--- config.mk ---
export PLATFORM = sky130hd
export DESIGN_NAME = servo_alarm_manager
export DESIGN_NICKNAME = d
export VERILOG_FILES = /design/src/alarm_pkg.sv /design/src/code_display.sv /design/src/servo_alarm_manager.sv
export VERILOG_INCLUDE_DIRS = /design/src /design/src/src
export SDC_FILE = /design/constraint.sdc
export NUM_CORES = 1
export LEC_CHECK = 0
export BUFFER_PORTS_ARGS = -buffer_cell sky130_fd_sc_hd__buf_4
export CAP_MARGIN = 0
export CORE_ASPECT_RATIO = 1.1
export CORE_UTILIZATION = 52
export DETAILED_ROUTE_END_ITERATION = 7
export PLACE_DENSITY = 0.86
export SETUP_SLACK_MARGIN = 0.15
export SYNTH_ARGS = -nofsm -noshare
export SYNTH_HDL_FRONTEND = slang
export SYNTH_SLANG_ARGS = --single-unit
--- constraint.sdc ---
create_clock -name clock -period 3.6 [get_ports clock]
set_clock_uncertainty 0.2 [all_clocks]
set_input_delay 0.36 -clock clock [delete_from_list [all_inputs] [get_ports clock]]
set_output_delay 0.36 -clock clock [all_outputs]
set_load 0.01 [all_outputs]
--- src/alarm_defines.svh ---
`ifndef ALARM_DEFINES_SVH
`define ALARM_DEFINES_SVH

// ************************************************************
// fault and warning codes, two characters each
// ************************************************************
`define CODE_NONE 8'h00
`define CODE_PARAM 8'h04
`define CODE_OVERCUR 8'h10
`define CODE_REGEN_ERR 8'h30
`define CODE_REGEN_OVL 8'h32
`define CODE_VOLTAGE 8'h40
`define CODE_OVERSPEED 8'h51
`define CODE_OVERLOAD 8'h70
`define CODE_DB_OVL 8'h73
`define CODE_INRUSH 8'h74
`define CODE_OVERHEAT 8'h7A
`define CODE_SYSTEM 8'hBF
`define CODE_RUNAWAY 8'hC1
`define CODE_PHASE 8'hC2
`define CODE_ENC_DISC 8'hC3
`define CODE_DEV_OVF 8'hD0
`define CODE_WARN_OVL 8'h91
`define CODE_WARN_REGEN 8'h92
`define CODE_TERM_NOLINK 8'h00
`define CODE_TERM_TIMEOUT 8'h01

// ************************************************************
// display character codes and timing, torque limit and deviation width
// ************************************************************
`define CHAR_A 5'h0A
`define CHAR_DOT 5'h10
`define CHAR_BLANK 5'h11
`define DISP_STEP_MS 500
`define CLOCK_KHZ 25000
`define DISP_STEP_CYCLES (`DISP_STEP_MS * `CLOCK_KHZ)
`define TORQUE_LIMIT_PCT 120
`define DEV_WIDTH 32

`endif

--- src/alarm_pkg.sv ---
package alarm_pkg;
   `include "alarm_defines.svh"

   typedef struct packed {
      logic param_mismatch;
      logic overcurrent;
      logic heatsink_rise;
      logic regen_damaged;
      logic regen_excess;
      logic bus_out_of_window;
      logic overspeed;
      logic db_excess;
      logic inrush_excess;
      logic control_fail;
      logic reverse_motion;
      logic angle_error;
      logic enc_open;
      logic regen_near;
      logic [15:0] torque_pct;
      logic [15:0] overload_warn_pct;
   } detect_t;

   typedef struct packed {
      logic clear_input;
      logic key_clear;
      logic run_cmd;
   } host_t;

   typedef enum logic [1:0] {
      st_normal,
      st_fault
   } sup_state_t;
endpackage

--- src/code_display.sv ---
`timescale 1ns/1ps
`default_nettype none
`include "alarm_defines.svh"
module code_display
   import alarm_pkg::*;
#(
   parameter int unsigned STEP_CYCLES = `DISP_STEP_CYCLES
) (
   input wire logic clock,
   input wire logic rst_b,
   input wire logic enable,
   input wire logic show,
   input wire logic [7:0] code,
   output logic [4:0] char_reg
);
   logic [31:0] tick_reg;
   logic [1:0] pos_reg;

   // ************************************************************
   // step timer and position
   // ************************************************************
   always_ff @(posedge clock or negedge rst_b) begin
      if (!rst_b) begin
         tick_reg <= 32'h0;
         pos_reg <= 2'h0;
      end else if (enable) begin
         if (!show) begin
            tick_reg <= 32'h0;
            pos_reg <= 2'h0;
         end else if (tick_reg >= STEP_CYCLES - 1) begin
            tick_reg <= 32'h0;
            pos_reg <= (pos_reg == 2'h3) ? 2'h0 : pos_reg + 2'h1;
         end else begin
            tick_reg <= tick_reg + 32'h1;
         end
      end
   end

   // one character at a time: A, dot, high digit, low digit
   always_ff @(posedge clock or negedge rst_b) begin
      if (!rst_b) begin
         char_reg <= `CHAR_BLANK;
      end else if (enable) begin
         if (!show) begin
            char_reg <= `CHAR_BLANK;
         end else begin
            case (pos_reg)
               2'h0: char_reg <= `CHAR_A;
               2'h1: char_reg <= `CHAR_DOT;
               2'h2: char_reg <= {1'b0, code[7:4]};
               2'h3: char_reg <= {1'b0, code[3:0]};
               default: char_reg <= `CHAR_BLANK;
            endcase
         end
      end
   end
endmodule
`default_nettype wire

--- src/servo_alarm_manager.sv ---
// What this block does
// - fault drops output, disables drive, shows code
// - warning shows code, drive keeps running
// - clear by input, power cycle, or keys
// - some faults clear only by power cycle
// - run still active restarts drive after clear
// - code shown one character at a time
// - motor mismatch raises parameter fault
// - overcurrent or heatsink rise raises overcurrent
// - damaged regen circuit raises regen error
// - excess regen energy raises regen overload
// - bus voltage out of window faults
// - speed above maximum raises overspeed
// - torque above 120 percent raises overload
// - brake energy excess raises brake overload
// - inrush excess raises inrush overload
// - heatsink overheat and control failure fault
// - reverse motion raises runaway fault
// - angle error and encoder open fault
// - deviation above threshold raises overflow fault
// - warnings precede overload and regen faults
// - terminal link failures only on terminal
`timescale 1ns/1ps
`default_nettype none
`include "alarm_defines.svh"
module servo_alarm_manager
   import alarm_pkg::*;
#(
   parameter int unsigned STEP_CYCLES = `DISP_STEP_CYCLES
) (
   input wire logic clock,
   input wire logic rst_b,
   input wire logic clock_en,
   input wire alarm_pkg::detect_t detect,
   input wire alarm_pkg::host_t host,
   input wire logic [15:0] speed_abs,
   input wire logic [15:0] speed_max,
   input wire logic [`DEV_WIDTH-1:0] deviation_abs,
   input wire logic [`DEV_WIDTH-1:0] overflow_threshold_setting,
   input wire logic term_no_link,
   input wire logic term_timeout,
   output logic fault_output_b,
   output logic drive_enable,
   output logic [7:0] active_code,
   output logic code_is_warning,
   output logic [4:0] display_char,
   output logic [7:0] terminal_code,
   output logic terminal_error
);
   import alarm_pkg::*;

   sup_state_t state_reg;
   logic [7:0] fault_code_reg;
   logic [7:0] detect_code;
   logic [7:0] warn_code;
   logic clear_ok;
   logic show_code;

   // ************************************************************
   // fault priority encode
   // ************************************************************
   function automatic logic [7:0] pick_fault(input detect_t d, input logic ovs, input logic dev);
      logic [7:0] c;
      c = `CODE_NONE;
      if (d.control_fail) c = `CODE_SYSTEM;
      else if (d.param_mismatch) c = `CODE_PARAM;
      else if (d.overcurrent || d.heatsink_rise) c = `CODE_OVERCUR;
      else if (d.enc_open) c = `CODE_ENC_DISC;
      else if (d.angle_error) c = `CODE_PHASE;
      else if (d.regen_damaged) c = `CODE_REGEN_ERR;
      else if (d.regen_excess) c = `CODE_REGEN_OVL;
      else if (d.bus_out_of_window) c = `CODE_VOLTAGE;
      else if (d.overspeed || ovs) c = `CODE_OVERSPEED;
      else if (d.torque_pct > 16'(`TORQUE_LIMIT_PCT)) c = `CODE_OVERLOAD;
      else if (d.db_excess) c = `CODE_DB_OVL;
      else if (d.inrush_excess) c = `CODE_INRUSH;
      else if (d.heatsink_rise) c = `CODE_OVERHEAT;
      else if (d.reverse_motion) c = `CODE_RUNAWAY;
      else if (dev) c = `CODE_DEV_OVF;
      return c;
   endfunction

   // power-cycle-only codes ignore clear input and keys
   function automatic logic power_cycle_only(input logic [7:0] c);
      return c == `CODE_PARAM || c == `CODE_OVERCUR || c == `CODE_SYSTEM ||
             c == `CODE_PHASE || c == `CODE_ENC_DISC;
   endfunction

   assign detect_code = pick_fault(detect, speed_abs > speed_max,
                                   deviation_abs > overflow_threshold_setting);

   // warning threshold sits below the fault threshold
   always_comb begin
      warn_code = `CODE_NONE;
      if (detect.torque_pct > detect.overload_warn_pct) warn_code = `CODE_WARN_OVL;
      else if (detect.regen_near) warn_code = `CODE_WARN_REGEN;
   end

   assign clear_ok = (host.clear_input || host.key_clear) &&
                     !power_cycle_only(fault_code_reg);

   // ************************************************************
   // fault latch
   // ************************************************************
   // a fault still present in the clearing cycle blocks the clear, so the latch keeps its code and set wins over clear
   always_ff @(posedge clock or negedge rst_b) begin
      if (!rst_b) begin
         state_reg <= st_normal; // power cycle clears everything
         fault_code_reg <= `CODE_NONE;
      end else if (clock_en) begin
         case (state_reg)
            st_normal: begin
               if (detect_code != `CODE_NONE) begin
                  state_reg <= st_fault;
                  fault_code_reg <= detect_code;
               end
            end
            st_fault: begin
               if (clear_ok && detect_code == `CODE_NONE) begin
                  state_reg <= st_normal;
                  fault_code_reg <= `CODE_NONE;
               end
            end
            default: begin
               state_reg <= st_normal;
               fault_code_reg <= `CODE_NONE;
            end
         endcase
      end
   end

   // ************************************************************
   // fault output and drive
   // ************************************************************
   // no run interlock on clear: the host must drop run first
   always_ff @(posedge clock or negedge rst_b) begin
      if (!rst_b) begin
         fault_output_b <= 1'b0;
         drive_enable <= 1'b0;
      end else if (clock_en) begin
         fault_output_b <= (state_reg == st_normal) && (detect_code == `CODE_NONE);
         drive_enable <= (state_reg == st_normal) && (detect_code == `CODE_NONE)
                         && host.run_cmd;
      end
   end

   // ************************************************************
   // code reporting
   // ************************************************************
   always_ff @(posedge clock or negedge rst_b) begin
      if (!rst_b) begin
         active_code <= `CODE_NONE;
         code_is_warning <= 1'b0;
      end else if (clock_en) begin
         if (state_reg == st_fault) begin
            active_code <= fault_code_reg;
            code_is_warning <= 1'b0;
         end else begin
            active_code <= warn_code;
            code_is_warning <= warn_code != `CODE_NONE;
         end
      end
   end

   // terminal link faults never reach the front panel
   always_ff @(posedge clock or negedge rst_b) begin
      if (!rst_b) begin
         terminal_code <= `CODE_NONE;
         terminal_error <= 1'b0;
      end else if (clock_en) begin
         terminal_error <= term_no_link || term_timeout;
         terminal_code <= term_no_link ? `CODE_TERM_NOLINK :
                          term_timeout ? `CODE_TERM_TIMEOUT : `CODE_NONE;
      end
   end

   assign show_code = (state_reg == st_fault) || (warn_code != `CODE_NONE);

   code_display #(.STEP_CYCLES(STEP_CYCLES)) u_display (
      .clock(clock),
      .rst_b(rst_b),
      .enable(clock_en),
      .show(show_code),
      .code((state_reg == st_fault) ? fault_code_reg : warn_code),
      .char_reg(display_char)
   );
endmodule
`default_nettype wire

======== Word-level counts from Yosys, hierarchy flattened ========
Cells that the tools add are included.
storage, ports and cells
  bits in registers ....................... 69
  input bits .............................. 150
  output and inout port bits .............. 25
  word-level logic and storage cells ...... 85
cells by class
  add/sub/neg operators ................... 2
  $lt $le $gt $ge ......................... 5
  eq/ne operators ......................... 12
  mux-type cells .......................... 34
  reductions and logical operators ........ 21
operators with widths
  cell                                                                  count
  two-way mux 8 bit                                                     20
  two-way mux 32 bit                                                    2
  adder 32 x 1 -> 32 bit (second input constant)                        1
  greater-or-equal comparator 32 x 24 -> 1 bit (second input constant)  1
  > comparator 16 bit                                                   2
  > comparator 32 bit                                                   1
  == test 8 bit (second input constant)                                 3
  case mux 5 bit (4 select lines)                                       1
  > comparator 16 x 7 -> 1 bit (second input constant)                  1
  case mux 8 bit (2 select lines)                                       1
  nonzero test 8 bit                                                    2
  two-way mux 2 bit                                                     5
  logical OR 1 bit                                                      9
  == test 8 x 3 -> 1 bit (second input constant)                        1
  == test 8 x 5 -> 1 bit (second input constant)                        1
  logical NOT 8 bit                                                     1
  inequality test 2 bit (second input constant)                         3
  two-way mux 5 bit                                                     1
  == test 2 x 1 -> 1 bit (second input constant)                        2
  == test 2 bit (second input constant)                                 2
  logical AND 1 bit                                                     4
  logical NOT 2 bit                                                     2
  case mux 2 bit (2 select lines)                                       1
  two-way mux 1 bit                                                     3
  4 further kinds                                                       4

======== Longest topological paths before layout ========
Gate-level depths: netlist of run 1.
  depth after elaboration ................. 20
  depth in mapped cells ................... 13
  depth with buffers taken out ............ 11

======== By module ========
Synthesis of run 1 repeated with hierarchy kept, for this count alone.
unflattened totals
  cell total of the unflattened synthesis .. 626
  area total of the unflattened synthesis .. 5252.5 µm²
by module, submodules not included
  module               instances  cells an instance  area an instance (µm²)  sequential area each (µm²)
  servo_alarm_manager  1          410                3146.8                  550.5
  code_display         1          216                2105.8                  978.4

======== Worst setup path before layout of run 1 ========
Ideal clock, no wire load.
  path type ............................... input to register
  start point ............................. input overflow_threshold_setting[30]
  end point ............................... register fault_code_reg[7]
  library setup time ...................... 0.076 ns
  data arrival time ....................... 2.523 ns
  data required time ...................... 3.324 ns
  path slack .............................. 0.801 ns
  cell stages on the path ................. 11
  path buffers ............................ 0
  cell sequence ........................... inv_1 -> ha_1 -> a21oi_1 -> nand2_1 -> a221o_1 -> a211o_1 -> o211ai_1 -> a31oi_2 -> nor3_4 -> mux2_2 -> o21ai_1
on the way
  cells in the longest elaborated chain, start to end .. 20
  elaborated cells between the ends (all ways) .. 24
  classes of those cells .................. 1 x order compare; 2 x eq/ne; 17 x mux; 4 x reduce/logical
RTL lines
  item                             RTL line                    RTL
  start, declared                  servo_alarm_manager.sv:39   input wire logic [`DEV_WIDTH-1:0] overflow_threshold_setting,
  > comparator 32 bit (*)          servo_alarm_manager.sv:90   deviation_abs > overflow_threshold_setting);
  two-way mux 8 bit (*)            servo_alarm_manager.sv:79   else if (dev) c = `CODE_DEV_OVF;
  two-way mux 8 bit (*)            servo_alarm_manager.sv:78   else if (d.reverse_motion) c = `CODE_RUNAWAY;
  two-way mux 8 bit (*)            servo_alarm_manager.sv:77   else if (d.heatsink_rise) c = `CODE_OVERHEAT;
  two-way mux 8 bit (*)            servo_alarm_manager.sv:76   else if (d.inrush_excess) c = `CODE_INRUSH;
  two-way mux 8 bit (*)            servo_alarm_manager.sv:75   else if (d.db_excess) c = `CODE_DB_OVL;
  two-way mux 8 bit (*)            servo_alarm_manager.sv:74   else if (d.torque_pct > 16'(`TORQUE_LIMIT_PCT)) c = `CODE_OVERLOAD;
  two-way mux 8 bit (*)            servo_alarm_manager.sv:73   else if (d.overspeed || ovs) c = `CODE_OVERSPEED;
  [... 4 more ...]                 n/a
  two-way mux 8 bit (*)            servo_alarm_manager.sv:68   else if (d.enc_open) c = `CODE_ENC_DISC;
  two-way mux 8 bit (*)            servo_alarm_manager.sv:67   else if (d.overcurrent || d.heatsink_rise) c = `CODE_OVERCUR;
  two-way mux 8 bit (*)            servo_alarm_manager.sv:66   else if (d.param_mismatch) c = `CODE_PARAM;
  two-way mux 8 bit (*)            servo_alarm_manager.sv:65   if (d.control_fail) c = `CODE_SYSTEM;
  logical NOT 8 bit (no line)      n/a
  logical AND 1 bit (no line)      n/a
  inequality test 2 bit (no line)  n/a
  AND reduction 3 bit (no line)    n/a
  end signal, assigned             servo_alarm_manager.sv:109  fault_code_reg <= `CODE_NONE;
  end signal, assigned             servo_alarm_manager.sv:115  fault_code_reg <= detect_code;
  end signal, assigned             servo_alarm_manager.sv:121  fault_code_reg <= `CODE_NONE;
  end, declared                    servo_alarm_manager.sv:53   logic [7:0] fault_code_reg;
Every way passes the cells marked *; elsewhere a longest branch is shown, timed or not. The select of a mux whose other input is x is not followed.
A chain may end at the register's enable or synchronous reset.

======== Final worst setup path of run 1 ========
  start point ............................. register u_display.tick_reg[0]
  end point ............................... register u_display.pos_reg[1]
on the way
  cells in the longest elaborated chain, start to end .. 3
RTL lines
  item                                          RTL line            RTL
  start, declared                               code_display.sv:16  logic [31:0] tick_reg;
  start signal, assigned                        code_display.sv:34  tick_reg <= tick_reg + 32'h1;
  greater-or-equal comparator 32 x 24 -> 1 bit  code_display.sv:30  end else if (tick_reg >= STEP_CYCLES - 1) begin
  inequality test 2 bit (no line)               n/a
  AND reduction 2 bit (no line)                 n/a
  end signal, assigned                          code_display.sv:32  pos_reg <= (pos_reg == 2'h3) ? 2'h0 : pos_reg + 2'h1;
  end, declared                                 code_display.sv:17  logic [1:0] pos_reg;
No other way between the ends.

==> impl_metrics.env, run 1 <==
export IMPL_die_area_mm2=0.01056
export IMPL_cts_hold_buf=1
export IMPL_die_width_um=98.09
export IMPL_max_vdd_ir_drop_uv=235.6
export IMPL_ys_seq_area_share_pct=28.95
export IMPL_asyncSetResetFlopFracSynth_pct=100.0
export IMPL_power_density_cell_area_mw_per_mm2=326.3
export IMPL_drt_drc_violations_left=3
export IMPL_max_clock_freq_mhz=341.2
export IMPL_r2r_setup_slack_ns=0.67
export IMPL_worst_endpoint_required_ns=3.62
export IMPL_num_vias=5355
export IMPL_share_comb_of_total_power_pct=28.1
export IMPL_num_rows=38
export IMPL_antenna_violating_nets_remaining=0
export IMPL_initial_core_util_pct=53.40
export IMPL_area_growth_syn_to_fin_pct=30.16
export IMPL_timing_setup_tns_ns=0
export IMPL_flop_pwr_share_pct=38.5
export IMPL_drt_first_pass_iters=7
export IMPL_netlist_instances=640
export IMPL_ys_warnings_count=0
export IMPL_multi_input_combinational_cell_area_mm2=0.003338
export IMPL_numPortBuffers=167
export IMPL_synth_cell_types=73
export IMPL_nFillCells=773
export IMPL_run_status="complete, but fails checks"
export IMPL_clkSinkCount=61
export IMPL_finalWorstSetupSlack_ns=0.6693
export IMPL_die_height_um=107.7
export IMPL_synth_edf_count=0
export IMPL_dpl_worst_slack_ns=0.3464
export IMPL_violations="design-rule violations"
export IMPL_cp_arrival_ns=2.95
export IMPL_cts_repair_timing_setup_buffer_count=0
export IMPL_via_count_of_the_first_global_routing_pass=5366
export IMPL_postRouteWirelength_mm=14.19
export IMPL_hold_path_class="input pin to register"
export IMPL_cts_tree="built"
export IMPL_final_hold_viol_count=0
export IMPL_synth_ff_latch_count=61
export IMPL_clk_latency_ns=0.35
export IMPL_grt_pass1_wl_mm=23.40
export IMPL_path_cells="ha_1, and3_1, a211oi_1, o21bai_1, a21oi_2, o311ai_2, a31oi_4, nor2_4, buf_4, o2bb2ai_1"
export IMPL_antenna_cells=0
export IMPL_place_gp_congestion=0.9259
export IMPL_largest_register_ff_count=32
export IMPL_avgSynthCellArea_um2=8.252
export IMPL_criticalPathCategory="register to register"
export IMPL_worst_setup_path_start_kind="register"
export IMPL_path_max_fanout=27
export IMPL_register_area_mm2=0.001529
export IMPL_final_net_count=1029
export IMPL_power_net_switching_mw=0.6797
export IMPL_cts_root_buf="sky130_fd_sc_hd__clkbuf_8"
export IMPL_detailed_place_area_mm2=0.006624
export IMPL_core_area_mm2=0.009889
export IMPL_clock_tree_htree_level_count=3
export IMPL_timing_critical_path_to_type="register"
export IMPL_layout_cell_share_with_drive_strength_beyond_1_pct=27.36
export IMPL_initialDrtViolationCount=319
export IMPL_timing_final_setup_violations=0
export IMPL_grt_antenna_before_repair=0
export IMPL_ys_flop_type="sky130_fd_sc_hd__dfrtp_1"
export IMPL_timing_critical_path_slowest_cell_delay_ns=0.60
export IMPL_vias_per_cell=5.727
export IMPL_critical_path_slowest_cell="sky130_fd_sc_hd__o311ai_2"
export IMPL_grt_setup_unrepaired="no"
export IMPL_max_cap_viol_count=0
export IMPL_power_switching_share_pct=30.30
export IMPL_design_area_mm2=0.006874
export IMPL_cts_resized=0
export IMPL_clock_power_share_pct=33.5
export IMPL_worst_slew_pin_transition_ns=0.7522
export IMPL_cts_clk_slew_worst_paths_ns=0.07
export IMPL_internal_power_mw=1.563
export IMPL_slew_headroom_pct=49.86
export IMPL_syn_area_mm2=0.005281
export IMPL_leakage_nw=3.521
export IMPL_wire_per_inst_um=15.18
export IMPL_ios=175
export IMPL_clk_path_buf_depth=2
export IMPL_globalRoute_totalOverflow=0
export IMPL_period_minus_slack_ns=2.931
export IMPL_tritoncts_num_buffers=9
export IMPL_slew_violations=0
export IMPL_dp_hpwl_mm=11.46
export IMPL_grt_start_max_net_pins=62
export IMPL_gr_usage_all_layers_pct=27.50
export IMPL_final_period_utilization_pct=81.41
==> final timing paths <==
kind,startpoint,end,cells past startpoint
max in group asynchronous,rst_b,u_display.tick_reg[4],2
worst max register to register,u_display.tick_reg[0],u_display.pos_reg[1],10
worst min register to register,u_display.char_reg[0],u_display.char_reg[0],2
worst min-delay path,host[0],drive_enable,3
min in group asynchronous,rst_b,u_display.tick_reg[11],2
worst max-delay path,u_display.tick_reg[0],u_display.pos_reg[1],10
==> layout by cell type (no fill, tap or decap), drive strengths merged, types with 3 or more instances in the layout <==
cell type,count
o21bai,3
inv,81
o22ai,4
nor3,21
o21a,5
o211ai,4
a31oi,9
o21ai,35
mux2i,3
a211oi,4
xor2,12
bufinv,3
nand2,52
clkbuf,12
nor4,11
nand4,19
dfrtp,59
a21o,9
or2,3
nor2b,4
xnor2,10
o2bb2ai,5
a211o,3
nand3,26
or4,4
nand3b,4
conb,7
a221o,3
buf,173
or3,5
a21oi,39
and3,14
nor2,63
a311oi,4
ha,69
==> through the flow <==
| step | instances | utilization [%] | hold slack (ns) | power, mW |
|---|---|---|---|---|
| 6_report | 935 | 69.51 | 0.03338 | 2.243 |
| 3_5_place_dp | 918 | 66.98 | 0.2788 | 1.498 |
| 3_3_place_gp | 918 | 66.98 | 0.2678 | 1.462 |
| 5_1_grt | 935 | 69.51 | 0.03786 | 2.372 |
| 2_1_floorplan | 646 | - | -0.1356 | 1.192 |
| 4_1_cts | 935 | 69.51 | 0.02436 | 2.254 |
==> layer usage <==
metal	vias to the layer above	share of wire (%)	track usage [%]
met4	0	3.4	12.23
met2	192	53	51.21
met5	-	0	0
li1	2606	-	-
met1	2508	38	29.10
met3	49	5.6	7.013
==> worst max-delay path: cells and delay by family (launching register included) <==
kind	cells	cell delay [ns]
compound gates	6	1.27
fa+ha+maj	1	0.21
buf+inv	1	0.32
flops	1	0.40
simple gates	2	0.38
==> synthesized netlist by cell type, types with 5 or more instances <==
cell / n / area [um^2]
sky130_fd_sc_hd__a31oi_1: 7 / 43.79
sky130_fd_sc_hd__nand3_1: 26 / 130.1
sky130_fd_sc_hd__xor2_1: 12 / 105.1
sky130_fd_sc_hd__and3_1: 14 / 87.58
sky130_fd_sc_hd__o21a_1: 5 / 37.54
sky130_fd_sc_hd__nand4_1: 18 / 112.6
sky130_fd_sc_hd__nor2_1: 52 / 195.2
sky130_fd_sc_hd__nor4_1: 9 / 56.30
sky130_fd_sc_hd__nor2_2: 10 / 62.56
sky130_fd_sc_hd__nor3_1: 15 / 75.07
sky130_fd_sc_hd__clkbuf_1: 10 / 37.54
sky130_fd_sc_hd__a21oi_1: 38 / 190.2
sky130_fd_sc_hd__dfrtp_1: 59 / 1476
sky130_fd_sc_hd__a21o_1: 9 / 67.56
sky130_fd_sc_hd__nor3_2: 5 / 50.05
sky130_fd_sc_hd__o2bb2ai_1: 5 / 43.79
sky130_fd_sc_hd__buf_4: 7 / 52.55
sky130_fd_sc_hd__o21ai_0: 33 / 165.2
sky130_fd_sc_hd__ha_1: 69 / 863.3
sky130_fd_sc_hd__xnor2_1: 10 / 87.58
sky130_fd_sc_hd__nand2_1: 52 / 195.2
sky130_fd_sc_hd__inv_1: 81 / 304.0
==> power by group through the flow <==
| stage | logic (mW) | clock network (mW) | registers [mW] |
|---|---|---|---|
| detailed placement | 0.627 | 0 | 0.871 |
| floorplan | 0.334 | 0 | 0.857 |
| global placement | 0.596 | 0 | 0.866 |
| global route | 0.703 | 0.795 | 0.875 |
| CTS | 0.632 | 0.762 | 0.860 |
| finish | 0.629 | 0.751 | 0.863 |
==> cell type report <==
type                            count  area share (%)
Timing Repair Buffer              174           19.04
Inverter                           82           4.478
Clock inverter                      4           1.383
Multi-Input combinational cell    482           48.56
Sequential cell                    61           22.24
Clock buffer                       12           2.111
Tap cell                          120           2.184
==> cells by family after synthesis <==
group / after synthesis / synth area share, %
flops: 61 / 28.95
xor+xnor: 22 / 3.648
simple gates: 234 / 23.31
mux: 5 / 0.9950
other cells: 1 / 0.07101
buf+inv: 103 / 8.268
fa+ha+maj: 69 / 16.35
compound gates: 145 / 18.41
Power figures use the tool's default switching activity.
==> run 2: changes to the inputs <==
clock period = 2.7 ns   (was 3.6 ns; I/O delays follow)
==> run 2 against run 1 <==
Net effect:
- the run ends with design-rule violations, negative setup slack left
- sequential share of layout area shrank 2.2 points
- first-iteration DRC count grew 9.1%
- register-to-register slack lost 0.47 ns
- power grew 37%
- critical path type is now input pin to register
- hold slack gained 0.038 ns
- die area is the same
- largest cell class unchanged
- cell count grew 5.0%
- clock power grew 24%
==> impl_metrics.env, run 2 (same netlist as run 1, synthesis figures left out) <==
export IMPL_power_switching_share_pct=31.32
export IMPL_groute_layer_met3_usage_pct=5.714
export IMPL_flop_pwr_share_pct=37.7
export IMPL_clkSinkCount=61
export IMPL_postRouteWirelength_mm=15.99
export IMPL_cp_arrival_ns=2.79
export IMPL_r2r_setup_slack_ns=0.20
export IMPL_final_hold_viol_count=0
export IMPL_slew_headroom_pct=48.76
export IMPL_path_max_fanout=5
export IMPL_die_width_um=98.09
export IMPL_initialDrtViolationCount=348
export IMPL_hold_path_class="input pin to register"
export IMPL_multi_input_combinational_cell_area_mm2=0.003685
export IMPL_power_net_switching_mw=0.9612
export IMPL_critPathMostFrequentCell="sky130_fd_sc_hd__nand4_1"
export IMPL_timing_critical_path_to_type="register"
export IMPL_critPathTopFamily="simple AND/OR/NAND/NOR gates"
export IMPL_clk_latency_ns=0.34
export IMPL_via_count_of_the_first_global_routing_pass=5860
export IMPL_die_height_um=107.7
export IMPL_worst_setup_path_start_kind="input pin"
export IMPL_timing_final_setup_violations=9
export IMPL_place_gp_congestion=0.9257
export IMPL_grt_start_max_net_pins=62
export IMPL_numPortBuffers=167
export IMPL_worst_endpoint_required_ns=2.72
export IMPL_run_status="complete, but fails checks"
export IMPL_area_growth_syn_to_fin_pct=44.44
export IMPL_final_hold_worst_slack_ns=0.07185
export IMPL_globalRoute_totalOverflow=0
export IMPL_antenna_cells=0
export IMPL_finalWorstSetupSlack_ns=-0.06755
export IMPL_drt_first_pass_iters=7
export IMPL_nFillCells=629
export IMPL_period_minus_slack_ns=2.768
export IMPL_path_cells="buf_4, ha_4, nand4_1, nor4_4, nand4_1, nand3b_1, o211ai_1, a31oi_4, nor3_4, buf_6, mux2i_1, o21ai_1"
export IMPL_grtUsageMet1_pct=32.19
export IMPL_ios=175
export IMPL_design_area_mm2=0.007629
export IMPL_clk_path_buf_depth=2
export IMPL_detailed_place_area_mm2=0.006954
export IMPL_drt_drc_violations_left=5
export IMPL_final_period_utilization_pct=102.5
export IMPL_timing_critical_path_slowest_cell_delay_ns=0.37
export IMPL_wire_per_inst_um=16.28
export IMPL_max_cap_viol_count=0
export IMPL_clock_power_share_pct=30.2
export IMPL_criticalPathCategory="input pin to register"
export IMPL_gr_usage_all_layers_pct=30.09
export IMPL_slew_violations=0
export IMPL_cts_tree="built"
export IMPL_worst_slew_pin_transition_ns=0.7686
export IMPL_crit_buf_inv=2
export IMPL_die_area_mm2=0.01056
export IMPL_tritoncts_num_buffers=9
export IMPL_gr_max_usage_layer="met2"
export IMPL_violations="design-rule violations, negative setup slack"
export IMPL_grt_antenna_before_repair=0
export IMPL_final_net_count=1076
export IMPL_most_common_layout_cells="206 x sky130_fd_sc_hd__buf_4, 70 x sky130_fd_sc_hd__inv_1, 58 x sky130_fd_sc_hd__dfrtp_1"
export IMPL_largest_register_ff_count=32
export IMPL_power_density_cell_area_mw_per_mm2=402.3
export IMPL_share_comb_of_total_power_pct=32.1
export IMPL_layout_cell_share_with_drive_strength_beyond_1_pct=37.01
export IMPL_clock_tree_htree_level_count=3
export IMPL_antenna_violating_nets_remaining=0
export IMPL_grt_pass1_wl_mm=25.75
export IMPL_num_rows=38
export IMPL_max_vdd_ir_drop_uv=328.4
export IMPL_initial_core_util_pct=53.40
export IMPL_internal_power_mw=2.108
export IMPL_grt_setup_unrepaired="yes"
export IMPL_postLayoutCoreUtil_pct=77.14
export IMPL_max_clock_freq_mhz=361.3
export IMPL_dp_hpwl_mm=12.03
export IMPL_num_vias=5652
export IMPL_vias_per_cell=5.756
export IMPL_critical_path_slowest_cell="sky130_fd_sc_hd__nor4_4"
export IMPL_cts_clk_slew_worst_paths_ns=0.07
export IMPL_power_mw=3.069
export IMPL_final_common_cell="sky130_fd_sc_hd__buf_4"
export IMPL_globalRouteMet2Util_pct=56.54
export IMPL_register_area_mm2=0.001530
export IMPL_leakage_nw=3.799
export IMPL_cts_root_buf="sky130_fd_sc_hd__clkbuf_8"
export IMPL_core_area_mm2=0.009889
[run 2: changes by cell type in the layout (fill, tap and decap cells not counted), moves of 6 or more]
cell	before	now
sky130_fd_sc_hd__o21ai_1	1	7
sky130_fd_sc_hd__inv_2	0	7
sky130_fd_sc_hd__inv_1	81	70
sky130_fd_sc_hd__ha_1	69	53
sky130_fd_sc_hd__ha_4	0	15
sky130_fd_sc_hd__buf_6	0	9
sky130_fd_sc_hd__buf_4	173	206
sky130_fd_sc_hd__o21ai_0	33	26
[run 2: stage by stage]
step           setup slack (ns)  instances  TNS, ns
2_1_floorplan            0.1267        646        0
3_3_place_gp            -0.2476        948   -1.286
3_5_place_dp            -0.2736        948   -2.155
4_1_cts                  0.1460        973        0
5_1_grt                 -0.1336        982  -0.9022
6_report               -0.06755        982  -0.2935
[run 2: path summary, 6_finish.rpt]
kind,startpoint,end,cells past startpoint
worst min-delay path,detect[32],active_code[4],3
worst max-delay path,deviation_abs[26],fault_code_reg[1],12
worst max register to register,u_display.tick_reg[9],u_display.tick_reg[4],9
max in group asynchronous,rst_b,u_display.tick_reg[4],2
min in group asynchronous,rst_b,u_display.tick_reg[16],2
worst min register to register,u_display.char_reg[0],u_display.char_reg[0],2
[run 2: worst min-delay path: stages]
cell,delay (ns)
sky130_fd_sc_hd__buf_4,0.12
sky130_fd_sc_hd__nor3_1,0.05
sky130_fd_sc_hd__o2bb2ai_1,0.13
[run 2: repair_timing]
item	in CTS	in global routing
hold buffers	5	0
cloned	0	1
endpoints found under the setup margin	8	43
pin swaps	12	26
buffers inserted	4	8
endpoints found under the hold margin	62	0
gates resized for setup	20	45
[run 2: power by group through the flow]
stage | sequential (mW) | combinational, mW | clock, mW
3_3_place_gp | 1.15 | 0.838 | 0
6_report | 1.16 | 0.985 | 0.928
3_5_place_dp | 1.16 | 0.877 | 0
5_1_grt | 1.17 | 1.09 | 0.986
2_1_floorplan | 1.14 | 0.457 | 0
4_1_cts | 1.15 | 0.917 | 0.938
[run 2: area by class of cell]
cell class | instances | area share, %
Multi-Input combinational cell | 482 | 48.30
Timing Repair Buffer | 221 | 22.52
Sequential cell | 61 | 20.06
Inverter | 82 | 4.166
Clock buffer | 13 | 2.083
Tap cell | 120 | 1.968
Clock inverter | 3 | 0.9021
[run 2: routing by layer]
metal,up-vias,share of wire [%]
met4,0,4.4
met3,62,5.3
met5,-,0
li1,2698,-
met2,237,53
met1,2655,37
